[src/design/sric_map.vh]
`ifndef SRIC_MAP_VH
`define SRIC_MAP_VH

// Register byte offsets
`define SRIC_CTRL_OFS 8'h00
`define SRIC_STAT_OFS 8'h04
`define SRIC_OUTS_OFS 8'h08

// Control fields
`define SRIC_CTRL_WDEN 0
`define SRIC_CTRL_SWRST 1
`define SRIC_CTRL_RST 1'h1

// Status fields
`define SRIC_STAT_LOCK 0
`define SRIC_STAT_INRST 1
`define SRIC_STAT_FAULT 2
`define SRIC_STAT_CAUSE_LO 4
`define SRIC_STAT_CAUSE_HI 5
`define SRIC_STAT_HEAVY 6

// Reset cause codes
`define SRIC_CAUSE_POR 2'h0
`define SRIC_CAUSE_CMD 2'h1
`define SRIC_CAUSE_LOGIC 2'h2
`define SRIC_CAUSE_EXT 2'h3

// Output register reset value
`define SRIC_OUT_RST 4'hF

// Timing figures
`define SRIC_CLK_MHZ 125
`define SRIC_POR_PULSE_NS 5000
`define SRIC_STROBE_NS 1000
`define SRIC_EXT_REJECT_US 35
`define SRIC_EXT_EXEC_US 40
`define SRIC_INIT_SW_US 2000
`define SRIC_INIT_POR_US 30000
`define SRIC_INIT_HEAVY_MS 1000

`endif

[src/design/sric_sync.v]
`timescale 1ns/10ps
module sric_sync #(
    parameter W = 2,
    parameter [W-1:0] RST_VAL = {W{1'b0}}
) (
    input wire sys_clk_i,
    input wire rst_n_i,
    input wire [W-1:0] async_i,
    output wire [W-1:0] sync_o
);
    reg [W-1:0] meta_r;
    reg [W-1:0] sync_r;

    always @(posedge sys_clk_i or negedge rst_n_i) begin
        if (!rst_n_i) begin
            meta_r <= RST_VAL;
            sync_r <= RST_VAL;
        end else begin
            meta_r <= async_i;
            sync_r <= meta_r;
        end
    end

    assign sync_o = sync_r;
endmodule

[src/design/sric_timer.v]
`timescale 1ns/10ps
module sric_timer #(
    parameter W = 27
) (
    input wire sys_clk_i,
    input wire rst_n_i,
    input wire start_i,
    input wire abort_i,
    input wire [W-1:0] load_i,
    output wire busy_o,
    output wire done_o,
    output wire [W-1:0] count_o
);
    reg [W-1:0] cnt_r;
    reg busy_r;
    reg done_r;

    // Done fires load_i edges after the start edge; start wins over abort
    always @(posedge sys_clk_i or negedge rst_n_i) begin
        if (!rst_n_i) begin
            cnt_r <= {W{1'b0}};
            busy_r <= 1'b0;
            done_r <= 1'b0;
        end else begin
            done_r <= 1'b0;
            if (start_i) begin
                cnt_r <= load_i;
                busy_r <= 1'b1;
            end else if (abort_i) begin
                busy_r <= 1'b0;
                cnt_r <= {W{1'b0}};
            end else if (busy_r) begin
                if (cnt_r <= {{(W-1){1'b0}}, 1'b1}) begin
                    busy_r <= 1'b0;
                    done_r <= 1'b1;
                    cnt_r <= {W{1'b0}};
                end else begin
                    cnt_r <= cnt_r - {{(W-1){1'b0}}, 1'b1};
                end
            end
        end
    end

    assign busy_o = busy_r;
    assign done_o = done_r;
    assign count_o = cnt_r;
endmodule

[src/design/sric_top.v]
// Summary of operation
// - Every reset loads data and parameter outputs with 0xF, drivers off.
// - Non power-on resets pulse reset and parameter strobes together.
// - Any reset sets the exchange lock flag.
// - Command or pin reset initialisation ends within 2 ms.
// - Power-on initialisation ends within 30 ms, light supply load.
// - Power-on initialisation ends within 1000 ms, heavy supply load.
// - Internal power-on reset pulse lasts 4 to 6 us.
// - Reset on slave or broadcast command, enabled watchdog, illegal state.
// - Addressing channel in AC current mode diverts reset commands.
// - Pin reset works in every operating mode.
// - Pin low for 35 us or less starts no reset.
// - Output drivers go high impedance within 44 us of pin falling.
// - Initialisation after pin reset ends within 2 ms.
// - Pin reset fires on timer expiry, regardless of pin level then.
// - Slave mode flags serious fault if pin still low after init.
// - While locked, data port is refused and no-exchange is shown.
`timescale 1ns/10ps
`include "sric_map.vh"
module sric_top #(
    parameter [26:0] INIT_SW_CYC = `SRIC_INIT_SW_US * `SRIC_CLK_MHZ,
    parameter [26:0] INIT_POR_CYC = `SRIC_INIT_POR_US * `SRIC_CLK_MHZ,
    parameter [26:0] INIT_HEAVY_CYC =
        `SRIC_INIT_HEAVY_MS * 1000 * `SRIC_CLK_MHZ,
    parameter [26:0] EXT_REJECT_CYC = `SRIC_EXT_REJECT_US * `SRIC_CLK_MHZ,
    parameter [26:0] EXT_EXEC_CYC = `SRIC_EXT_EXEC_US * `SRIC_CLK_MHZ
) (
    input wire sys_clk_i,
    input wire rst_n_i,
    input wire psel_i,
    input wire penable_i,
    input wire pwrite_i,
    input wire [7:0] paddr_i,
    input wire [31:0] pwdata_i,
    output wire [31:0] prdata_o,
    output wire pready_o,
    output wire pslverr_o,
    input wire reset_slave_cmd_i,
    input wire broadcast_reset_cmd_i,
    input wire watchdog_expired_i,
    input wire illegal_state_i,
    input wire addr_chan_active_i,
    input wire ac_current_mode_i,
    input wire slave_mode_i,
    input wire heavy_load_i,
    input wire param_write_ok_i,
    input wire [3:0] param_value_i,
    input wire data_write_i,
    input wire [3:0] data_value_i,
    input wire strobe_rst_i,
    output wire strobe_rst_o,
    output wire strobe_rst_oe_o,
    output wire param_strobe_o,
    output wire [3:0] data_out_pins_o,
    output wire data_out_oe_o,
    output wire [3:0] param_out_pins_o,
    output wire param_out_oe_o,
    output wire logic_reset_o,
    output wire init_done_o,
    output wire xchg_lock_o,
    output wire data_port_en_o,
    output wire serious_fault_o,
    output wire ac_reset_cmd_o
);
    localparam [1:0] ST_POR = 2'd0;
    localparam [1:0] ST_INIT = 2'd1;
    localparam [1:0] ST_RUN = 2'd2;

    // 5 us sits in the middle of the allowed pulse width
    localparam [26:0] POR_CYC =
        (`SRIC_POR_PULSE_NS * `SRIC_CLK_MHZ) / 1000;
    localparam [26:0] STROBE_CYC =
        (`SRIC_STROBE_NS * `SRIC_CLK_MHZ) / 1000;
    localparam [26:0] REJECT_LEFT = EXT_EXEC_CYC - EXT_REJECT_CYC;

    wire [1:0] sync_w;
    wire [26:0] ext_cnt;
    wire [26:0] seq_load;
    wire pin_lvl, seq_busy, seq_done, ext_busy, ext_done, strb_busy;
    wire ac_divert, cmd_rst, wd_rst, ill_rst, any_rst, trig, go_init;
    wire seq_start, ext_fall, ext_abort, apb_acc, apb_wr, in_run;
    wire lock_nxt;

    reg [1:0] state_r;
    reg [1:0] state_nxt;
    reg [1:0] cause_r;
    reg [3:0] data_out_r;
    reg [3:0] param_out_r;
    reg [31:0] prdata_r;
    reg [31:0] rd_mux;
    reg por_start_r, heavy_r, pin_d_r, data_oe_r, param_oe_r, lock_r;
    reg flt_chk_r, fault_r, lrst_r, done_r, ac_cmd_r, wd_en_r, sw_rst_r;
    reg pready_r, pslverr_r, rd_err, port_en_r;

    sric_sync #(
        .W(2),
        .RST_VAL(2'b01)
    ) u_sync (
        .sys_clk_i(sys_clk_i),
        .rst_n_i(rst_n_i),
        .async_i({heavy_load_i, strobe_rst_i}),
        .sync_o(sync_w)
    );

    assign pin_lvl = sync_w[0];
    assign in_run = (state_r == ST_RUN);

    // Merged reset request from every source but power-on
    assign ac_divert = addr_chan_active_i & ac_current_mode_i;
    assign cmd_rst = (reset_slave_cmd_i | broadcast_reset_cmd_i)
                     & ~ac_divert;
    assign wd_rst = watchdog_expired_i & wd_en_r;
    assign ill_rst = illegal_state_i | (state_r == 2'd3);
    assign any_rst = cmd_rst | wd_rst | ill_rst | sw_rst_r | ext_done;
    assign trig = any_rst & (state_r != ST_POR);
    assign lock_nxt = trig | (lock_r & ~(in_run & param_write_ok_i));

    // Our own strobe drive is masked so it never looks like a pin reset
    assign ext_fall = pin_d_r & ~pin_lvl & ~strb_busy & ~ext_busy;
    // Release before the reject window ends cancels the pin reset
    assign ext_abort = pin_lvl & (ext_cnt >= REJECT_LEFT);

    sric_timer #(
        .W(27)
    ) u_ext (
        .sys_clk_i(sys_clk_i),
        .rst_n_i(rst_n_i),
        .start_i(ext_fall),
        .abort_i(ext_abort),
        .load_i(EXT_EXEC_CYC),
        .busy_o(ext_busy),
        .done_o(ext_done),
        .count_o(ext_cnt)
    );

    assign go_init = trig | (state_r == ST_POR && seq_done);
    assign seq_start = por_start_r | go_init;
    assign seq_load = por_start_r ? POR_CYC :
                      trig ? INIT_SW_CYC :
                      sync_w[1] ? INIT_HEAVY_CYC :
                      INIT_POR_CYC;

    sric_timer #(
        .W(27)
    ) u_seq (
        .sys_clk_i(sys_clk_i),
        .rst_n_i(rst_n_i),
        .start_i(seq_start),
        .abort_i(1'b0),
        .load_i(seq_load),
        .busy_o(seq_busy),
        .done_o(seq_done),
        .count_o()
    );

    sric_timer #(
        .W(27)
    ) u_strb (
        .sys_clk_i(sys_clk_i),
        .rst_n_i(rst_n_i),
        .start_i(trig),
        .abort_i(1'b0),
        .load_i(STROBE_CYC),
        .busy_o(strb_busy),
        .done_o(),
        .count_o()
    );

    always @* begin
        state_nxt = state_r;
        case (state_r)
            ST_POR: begin
                if (seq_done)
                    state_nxt = ST_INIT;
            end
            ST_INIT: begin
                if (trig)
                    state_nxt = ST_INIT;
                else if (seq_done && !seq_busy)
                    state_nxt = ST_RUN;
            end
            ST_RUN: begin
                if (trig)
                    state_nxt = ST_INIT;
            end
            default: begin
                state_nxt = ST_INIT;
            end
        endcase
    end

    always @(posedge sys_clk_i or negedge rst_n_i) begin
        if (!rst_n_i) begin
            state_r <= ST_POR;
            por_start_r <= 1'b1;
            heavy_r <= 1'b0;
            pin_d_r <= 1'b1;
            lrst_r <= 1'b1;
            done_r <= 1'b0;
            ac_cmd_r <= 1'b0;
            port_en_r <= 1'b0;
        end else begin
            state_r <= state_nxt;
            por_start_r <= 1'b0;
            pin_d_r <= pin_lvl;
            // Load strap is caught when the power-on pulse ends
            if (state_r == ST_POR && seq_done)
                heavy_r <= sync_w[1];
            lrst_r <= (state_nxt != ST_RUN);
            done_r <= (state_r == ST_INIT) && (state_nxt == ST_RUN);
            port_en_r <= ~lock_nxt & (state_nxt == ST_RUN);
            ac_cmd_r <= ac_divert & in_run
                        & (reset_slave_cmd_i | broadcast_reset_cmd_i);
        end
    end

    // Output registers, lock and cause
    always @(posedge sys_clk_i or negedge rst_n_i) begin
        if (!rst_n_i) begin
            data_out_r <= `SRIC_OUT_RST;
            data_oe_r <= 1'b0;
            param_out_r <= `SRIC_OUT_RST;
            param_oe_r <= 1'b0;
            lock_r <= 1'b1;
            cause_r <= `SRIC_CAUSE_POR;
        end else if (trig) begin
            data_out_r <= `SRIC_OUT_RST;
            data_oe_r <= 1'b0;
            param_out_r <= `SRIC_OUT_RST;
            param_oe_r <= 1'b0;
            lock_r <= 1'b1;
            if (ext_done)
                cause_r <= `SRIC_CAUSE_EXT;
            else if (cmd_rst)
                cause_r <= `SRIC_CAUSE_CMD;
            else
                cause_r <= `SRIC_CAUSE_LOGIC;
        end else if (in_run) begin
            if (param_write_ok_i) begin
                param_out_r <= param_value_i;
                param_oe_r <= 1'b1;
                lock_r <= 1'b0;
            end
            // Data writes are dropped while the lock stands
            if (data_write_i && !lock_r) begin
                data_out_r <= data_value_i;
                data_oe_r <= 1'b1;
            end
        end
    end

    // Serious fault: set wins over both clears
    always @(posedge sys_clk_i or negedge rst_n_i) begin
        if (!rst_n_i) begin
            flt_chk_r <= 1'b0;
            fault_r <= 1'b0;
        end else begin
            if (trig)
                flt_chk_r <= ext_done;
            else if (seq_done)
                flt_chk_r <= 1'b0;
            if (flt_chk_r && seq_done && !trig && slave_mode_i && !pin_lvl)
                fault_r <= 1'b1;
            else if (pin_lvl ||
                     (apb_wr && paddr_i == `SRIC_STAT_OFS &&
                      pwdata_i[`SRIC_STAT_FAULT]))
                fault_r <= 1'b0;
        end
    end

    // APB slave: one wait state, write acts at the pready edge
    assign apb_acc = psel_i & penable_i & pready_r;
    assign apb_wr = apb_acc & pwrite_i;

    always @* begin
        rd_mux = 32'h0000_0000;
        rd_err = 1'b0;
        case (paddr_i)
            `SRIC_CTRL_OFS: rd_mux[`SRIC_CTRL_WDEN] = wd_en_r;
            `SRIC_STAT_OFS: begin
                rd_mux[`SRIC_STAT_LOCK] = lock_r;
                rd_mux[`SRIC_STAT_INRST] = lrst_r;
                rd_mux[`SRIC_STAT_FAULT] = fault_r;
                rd_mux[`SRIC_STAT_CAUSE_HI:`SRIC_STAT_CAUSE_LO] = cause_r;
                rd_mux[`SRIC_STAT_HEAVY] = heavy_r;
            end
            `SRIC_OUTS_OFS: begin
                rd_mux[3:0] = data_out_r;
                rd_mux[7:4] = param_out_r;
                rd_mux[8] = data_oe_r;
                rd_mux[9] = param_oe_r;
            end
            default: rd_err = 1'b1;
        endcase
    end

    always @(posedge sys_clk_i or negedge rst_n_i) begin
        if (!rst_n_i) begin
            pready_r <= 1'b0;
            pslverr_r <= 1'b0;
            prdata_r <= 32'h0000_0000;
            wd_en_r <= `SRIC_CTRL_RST;
            sw_rst_r <= 1'b0;
        end else begin
            pready_r <= psel_i & penable_i & ~pready_r;
            if (psel_i && penable_i && !pready_r) begin
                pslverr_r <= rd_err;
                prdata_r <= (pwrite_i || rd_err) ? 32'h0000_0000 : rd_mux;
            end
            sw_rst_r <= 1'b0;
            if (apb_wr && paddr_i == `SRIC_CTRL_OFS) begin
                wd_en_r <= pwdata_i[`SRIC_CTRL_WDEN];
                sw_rst_r <= pwdata_i[`SRIC_CTRL_SWRST];
            end
        end
    end

    assign prdata_o = prdata_r;
    assign pready_o = pready_r;
    assign pslverr_o = pslverr_r;
    assign strobe_rst_o = strb_busy;
    assign strobe_rst_oe_o = strb_busy;
    assign param_strobe_o = strb_busy;
    assign data_out_pins_o = data_out_r;
    assign data_out_oe_o = data_oe_r;
    assign param_out_pins_o = param_out_r;
    assign param_out_oe_o = param_oe_r;
    assign logic_reset_o = lrst_r;
    assign init_done_o = done_r;
    assign xchg_lock_o = lock_r;
    assign data_port_en_o = port_en_r;
    assign serious_fault_o = fault_r;
    assign ac_reset_cmd_o = ac_cmd_r;
endmodule

[config.mk]
export PLATFORM = sky130hd
export DESIGN_NAME = sric_top
export DESIGN_NICKNAME = d
export VERILOG_FILES = /design/src/design/sric_sync.v /design/src/design/sric_timer.v /design/src/design/sric_top.v
export VERILOG_INCLUDE_DIRS = /design/src /design/src/design
export SDC_FILE = /design/constraint.sdc
export NUM_CORES = 1
export LEC_CHECK = 0
export ABC_AREA = 0
export BUFFER_PORTS_ARGS = -buffer_cell sky130_fd_sc_hd__buf_2
export CORE_MARGIN = 2
export CORE_UTILIZATION = 57
export DETAILED_ROUTE_END_ITERATION = 10
export PLACE_DENSITY_LB_ADDON = 0.3
export SETUP_SLACK_MARGIN = 0.4
export SYNTH_ARGS = -nofsm -noshare
export SYNTH_HDL_FRONTEND = slang
export SYNTH_SLANG_ARGS = --single-unit
[constraint.sdc]
create_clock -name sys_clk_i -period 3.25 [get_ports sys_clk_i]
set_clock_uncertainty 0.15 [all_clocks]
set_input_delay 0 -clock sys_clk_i [delete_from_list [all_inputs] [get_ports sys_clk_i]]
set_output_delay 0 -clock sys_clk_i [all_outputs]
set_load 0.01 [all_outputs]
# == Word-level counts from Yosys, hierarchy flattened ==
# Index checks and enable logic that the tools add are counted.
# op_classes
n_bitwise,33
n_mux,64
n_eq_ne,7
n_lt_le_gt_ge,4
n_reduce_logical,34
add_sub_neg,3
# op_table
operator,count
27-bit two-way mux,13
"27-bit by 1-bit less-or-equal comparator with 1-bit output, second input constant",3
"27-bit by 1-bit subtractor with 27-bit output, second input constant",3
1-bit two-way mux,33
"27-bit by 10-bit greater-or-equal comparator with 1-bit output, second input constant",1
4-bit two-way mux,6
1-bit bitwise AND,17
2-bit nonzero test,8
1-bit logical AND,13
2-bit two-way mux,6
10-bit two-way mux,1
1-bit OR,9
"8-bit by 3-bit equality test with 1-bit output, second input constant",1
"8-bit by 4-bit equality test with 1-bit output, second input constant",1
8-bit zero test,1
1-bit NOT,7
"2-bit equality test, second input constant",3
2-bit one-hot mux with 3 select lines,1
3-bit one-hot mux with 2 select lines,1
1-bit zero test,5
2-bit one-hot mux with 2 select lines,1
2-bit AND reduction,2
3-bit two-way mux,1
1-bit one-hot mux with 3 select lines,1
other kinds (6),7
# word_totals
output_inout_bits,53
elab_cells,176
ff_bits,150

# == Longest topological paths before layout ==
# depth
word_depth,13
mapped_depth,10

# == Hierarchy ==
# A second synthesis with hierarchy kept.
# hier_totals
hier_cells,777
hier_area_um2,7445.9
# modules_own_cells
mod,seq_area_each_um2,cells_per_inst,area_each_um2,n_inst
sric_timer at u_ext ...,725.7,192,1783.0,2
sric_top,967.2,181,1940.6,1
sric_timer at u_strb,725.7,208,1836.8,1
sric_sync,102.6,4,102.6,1

# == Worst setup path after synthesis ==
# No wires, ideal clock.
# synth_path
path_kind,reg-to-reg
from,register u_seq.cnt_r[13] (netlist: u_seq.count_o[13])
to,register u_seq.cnt_r[6] (netlist: u_seq.count_o[6])
t_required_ps,2971
t_arrival_ps,2382
stages_incl_launch_ff,8
slack_ps,589
cell_sequence,dfrtp_1 -> or4_4 -> or3_1 -> buf_2 -> nor4_4 -> or2b_2 -> a21oi_1 -> a2111o_1
# synth_between
elab_chain_cells,4
# synth_lines
item,line_no,rtl
start: declaration,sric_timer.v:14,reg [W-1:0] cnt_r;
start signal: assignment,sric_timer.v:21,cnt_r <= {W{1'b0}};
start signal: assignment,sric_timer.v:27,cnt_r <= load_i;
start signal: assignment,sric_timer.v:31,cnt_r <= {W{1'b0}};
27-bit by 1-bit less-or-equal comparator with 1-bit output,sric_timer.v:33,"if (cnt_r <= {{(W-1){1'b0}}, 1'b1}) begin"
27-bit two-way mux,sric_timer.v:33,
27-bit two-way mux,sric_timer.v:32,end else if (busy_r) begin
27-bit two-way mux,sric_timer.v:26,if (start_i) begin
# Every way passes these cells. The select of a mux whose other input is x is not followed.
# A chain may end at the register's enable or synchronous reset.

# == Final worst setup path ==
# layout_path
from,register wd_en_r
to,register fault_r (netlist: serious_fault_o)
# layout_between
elab_chain_cells,11
elab_cells_between_ends,12
classes_between,1 x mux; 6 x bitwise; 5 x reduce/logical
# layout_lines
item,line_no,rtl
start: declaration,sric_top.v:92,"reg flt_chk_r, fault_r, lrst_r, done_r, ac_cmd_r, wd_en_r, sw_rst_r;"
start signal: assignment,sric_top.v:302,wd_en_r <= `SRIC_CTRL_RST;
start signal: assignment,sric_top.v:312,wd_en_r <= pwdata_i[`SRIC_CTRL_WDEN];
1-bit bitwise AND (*),sric_top.v:112,assign wd_rst = watchdog_expired_i & wd_en_r;
1-bit OR (*) (4 in series),sric_top.v:114,assign any_rst = cmd_rst | wd_rst | ill_rst | sw_rst_r | ext_done;
1-bit bitwise AND (*),sric_top.v:115,assign trig = any_rst & (state_r != ST_POR);
1-bit zero test (*),sric_top.v:262,if (flt_chk_r && seq_done && !trig && slave_mode_i && !pin_lvl)
1-bit logical AND (*) (3 in series),sric_top.v:262,
1-bit two-way mux / 2-bit nonzero test (equally long branches),n/a,
end signal: assignment,sric_top.v:256,fault_r <= 1'b0;
end signal: assignment,sric_top.v:263,fault_r <= 1'b1;
end signal: assignment,sric_top.v:267,fault_r <= 1'b0;
end: declaration,sric_top.v:92,
# Mark *: on every way between the ends. The rest lies on a longest branch, timed or not.

==> out/metrics.csv <==
metric,value,unit
highest net fanout along the worst path,13,
sequential cell area in the final layout,0.00322,mm2
clock insertion delay at the later pin of the skew report,0.42,ns
worst hold margin,0.0254,ns
CP max stage cell,sky130_fd_sc_hd__dlygate4sd3_1,
weighted congestion reported at the end of routability-driven placement,0.868,
largest stage delay on the critical path,0.57,ns
complex-gate fraction of the synthesized area,18.7,%
worst hold path type,input pin to flip-flop,
endpoint required time on the critical path,3.46,ns
1st-pass router iterations,6,
Crit path buffers/inverters,2,
dominant register cell in the synthesized netlist,sky130_fd_sc_hd__dfrtp_1,
leakage power summed over all cells,3.62,nW
IO buf count,65,
fraction of final layout cells sized beyond drive strength 1,18.5,%
endpoint type of the worst setup path,flip-flop,
Hold Path Stages,4,
origin of the worst min-delay path,data_write_i,
initial antenna violation count,0,
antenna-violating nets left,0,
wire length of the first global-routing pass,30000,um
startpoint types,flip-flop,
number of top-level pins,117,
Synth Register Bits,128,
post-synthesis simple-gate area fraction,22.8,%
top achievable clock speed,362,MHz
"Period Utilization, post-route",85.0,%
adder and majority gate portion of the synthesized area,1.11,%
hold endpoint,data_out_pins_o[3],
Period minus WS final,2.76,ns
Total Routed Length,18100,um
most common library cell in the layout ignoring fill and taps,sky130_fd_sc_hd__dfrtp_1,
worst IR drop on VDD,0.000506,V
Final nets,915,
P per Cell Area,478,mW/mm2
pins over their slew limit,0,
clock tree root buffer cell,sky130_fd_sc_hd__clkbuf_16,
drt wl/cell,18.1,um
critical register-to-register path endpoint,serious_fault_o,
Worst-path clk slew,0.06,ns
instance count of the mapped netlist,740,
area of the multi-input gates,0.00326,mm2
Crit path arrival time,2.97,ns
number of enable flip-flop cells after synthesis,0,
ratio of routed vias to standard cells,6.29,
Iter 0 DRT Violations,506,
dominant cell type by count on the critical path,sky130_fd_sc_hd__a21oi_1,
status,completed,
largest net degree at the start of global routing,65,
final count of hold timing violations,0,
Synth warnings,0,
combinational family with the most area after synthesis,simple AND/OR/NAND/NOR gates,
half-perimeter wire length after detailed placement,11100,um
number of global-route vias before repair,6196,
most frequent cells in the layout,"sky130_fd_sc_hd__dfrtp_1 (113), sky130_fd_sc_hd__nor2_1 (84), sky130_fd_sc_hd__buf_2 (64)",
DIE AREA,0.0127,mm2
class of the most critical setup path,flip-flop to flip-flop,
CTS Sinks,128,
area growth from synthesis to layout,22.1,%
floorplan core area,0.0115,mm2
Die X-Extent,113,um
Crit Reg-Reg Startpoint,wd_en_r,
cell area after technology mapping,0.00674,mm2
"Avg Cell Area, Syn",9.11,um2
headroom to the max-slew limit,43.3,%
total setup violations reported at the end of the flow,0,
DRC viols,0,
sequential cell area fraction in the yosys report,47.8,%
synthesized-area fraction occupied by xor and xnor cells,1.69,%
filler instances,786,
setup repair after global routing missed its margin,true,
Top Family by Delay on Critical Path,compound AO/OA/AOI/OAI gates,
number of cells on the worst reg-to-reg path,8,
TritonCTS Buffers,17,
initial core utilization,58.8,%
crit path cell chain,a211oi_2 -> nand3_2 -> o21a_1 -> a21oi_1 -> buf_4 -> nand4_1 -> a21oi_1 -> dlygate4sd3_1,
Via Count,6296,
Post-synth ARST share,100,%
Setup TNS,0,ns
worst reg-to-reg setup slack,0.49,ns
TritonCTS clock tree,done,
Max clock buf depth,2,
global route overflow,0,
transition time at the pin with the least slew margin,0.850,ns
# diodes,0,
all-layer global routing usage,29.2,%
share of synthesized area spent on multiplexers,2.15,%
Max-cap violations,0,
H-tree levels,4,
number of cell rows,39,
die extent in y,113,um
count of distinct cell types in the synthesized netlist,61,
## tightest hold or removal path: stages
cell and delay (ns):
sky130_fd_sc_hd__buf_2 0.10, sky130_fd_sc_hd__and3b_1 0.24, sky130_fd_sc_hd__mux2i_1 0.17, sky130_fd_sc_hd__a21oi_1 0.08
## registers in the layout (all words and copies together) (netlist names), 2 cells and up
register,cells
u_sync.meta_r,2
u_seq.count_o,27
data_out_pins_o,4
cause_r,2
state_r,2
prdata_o,10
u_sync.sync_o,2
u_strb.count_o,27
u_ext.count_o,27
param_out_pins_o,4
## kinds of logic after synthesis
group / after synthesis
and+or+nand+nor: 303
xor gates and xnor gates: 13
AOI/OAI and AO/OA: 197
DFF: 128
muxes: 14
adders and majority gates: 6
buffers and inverters: 78
other: 1
## metrics by stage
step | utilization, % | area [um2] | worst slack, ns | power [mW] | std cells
after global routing | 71.8 | 8230 | 0.335 | 4.05 | 1001
after floorplan | - | 6830 | 0.589 | 1.78 | 762
after global placement | 62.6 | 7180 | 0.567 | 1.85 | 931
after detailed placement | 62.6 | 7180 | 0.486 | 1.86 | 931
after CTS | 71.2 | 8170 | 0.455 | 3.94 | 997
final | 71.8 | 8230 | 0.488 | 3.94 | 1001
## how the worst max path moves through the flow
stage | startpoint | end | slack (ns) | depth (start not counted)
5_1_grt | wd_en_r | serious_fault_o | 0.33 | 8
3_3_place_gp | u_ext.count_o[1] | u_ext.count_o[17] | 0.57 | 9
6_report | wd_en_r | serious_fault_o | 0.49 | 8
3_5_place_dp | u_ext.count_o[1] | u_ext.count_o[17] | 0.49 | 9
4_1_cts | u_strb.count_o[18] | u_strb.count_o[3] | 0.45 | 7
2_1_floorplan | u_seq.count_o[13] | u_seq.count_o[6] | 0.59 | 7
## power breakdown
group	switching [mW]	total (mW)	leakage [nW]	internal, mW
clock	0.723	2.07	0.313	1.35
combinational	0.137	0.222	1.66	0.0849
sequential	0.0244	1.64	1.65	1.62
total	0.884	3.94	3.62	3.05
## routing by layer
| metal | routed length [um] | track usage, % | share of wire [%] |
|---|---|---|---|
| met1 | 7260 | 37.2 | 40 |
| met2 | 9010 | 47.7 | 50 |
| met3 | 1300 | 7.23 | 7.1 |
| met4 | 540 | 12.9 | 3.0 |
| met5 | 0 | 0 | 0 |
## layout make-up
| type | instances | share of cell area, % |
|---|---|---|
| multi-input combinational | 556 | 39.6 |
| sequential | 128 | 39.1 |
| timing repair buffer | 121 | 10.3 |
| clock buffer | 20 | 5.67 |
| clock inverter | 12 | 2.19 |
| tap | 143 | 2.17 |
| inverter | 21 | 0.958 |
## Yosys cell counts (all sizes together), types with 3 or more instances
cell type | count | area (um2)
and3 | 4 | 25.0
or3 | 13 | 81.3
inv | 21 | 78.8
o21a | 4 | 30.0
nand3b | 4 | 30.0
nor3 | 41 | 210
a31oi | 15 | 93.8
o22a | 4 | 35.0
o21ai | 48 | 240
a311oi | 6 | 52.6
a21o | 5 | 37.5
or4 | 10 | 78.8
xnor2 | 8 | 70.1
nand2 | 57 | 214
a22o | 16 | 140
ha | 6 | 75.1
a21oi | 58 | 290
mux2i | 10 | 100
nor4 | 20 | 153
nand3 | 25 | 125
xor2 | 5 | 43.8
o311ai | 4 | 35.0
dfrtp | 113 | 2830
o31a | 4 | 35.0
mux2 | 4 | 45.0
o31ai | 6 | 45.0
and2 | 5 | 31.3
nand2b | 8 | 50.1
or2 | 5 | 31.3
dfstp | 15 | 394
nand4 | 8 | 50.1
buf | 27 | 195
nand4b | 3 | 26.3
nor2b | 7 | 43.8
nor3b | 5 | 37.5
clkbuf | 30 | 113
nor2 | 84 | 315
a211oi | 8 | 60.1
## what timing repair did
item,4_1_cts,5_1_grt
endpoints found under the setup margin,0,33
endpoints found under the hold margin,82,0
hold buffers,34,0
gates resized for setup,0,9
buffers inserted,0,4
Note: power is estimated with default switching activity, not from simulation.
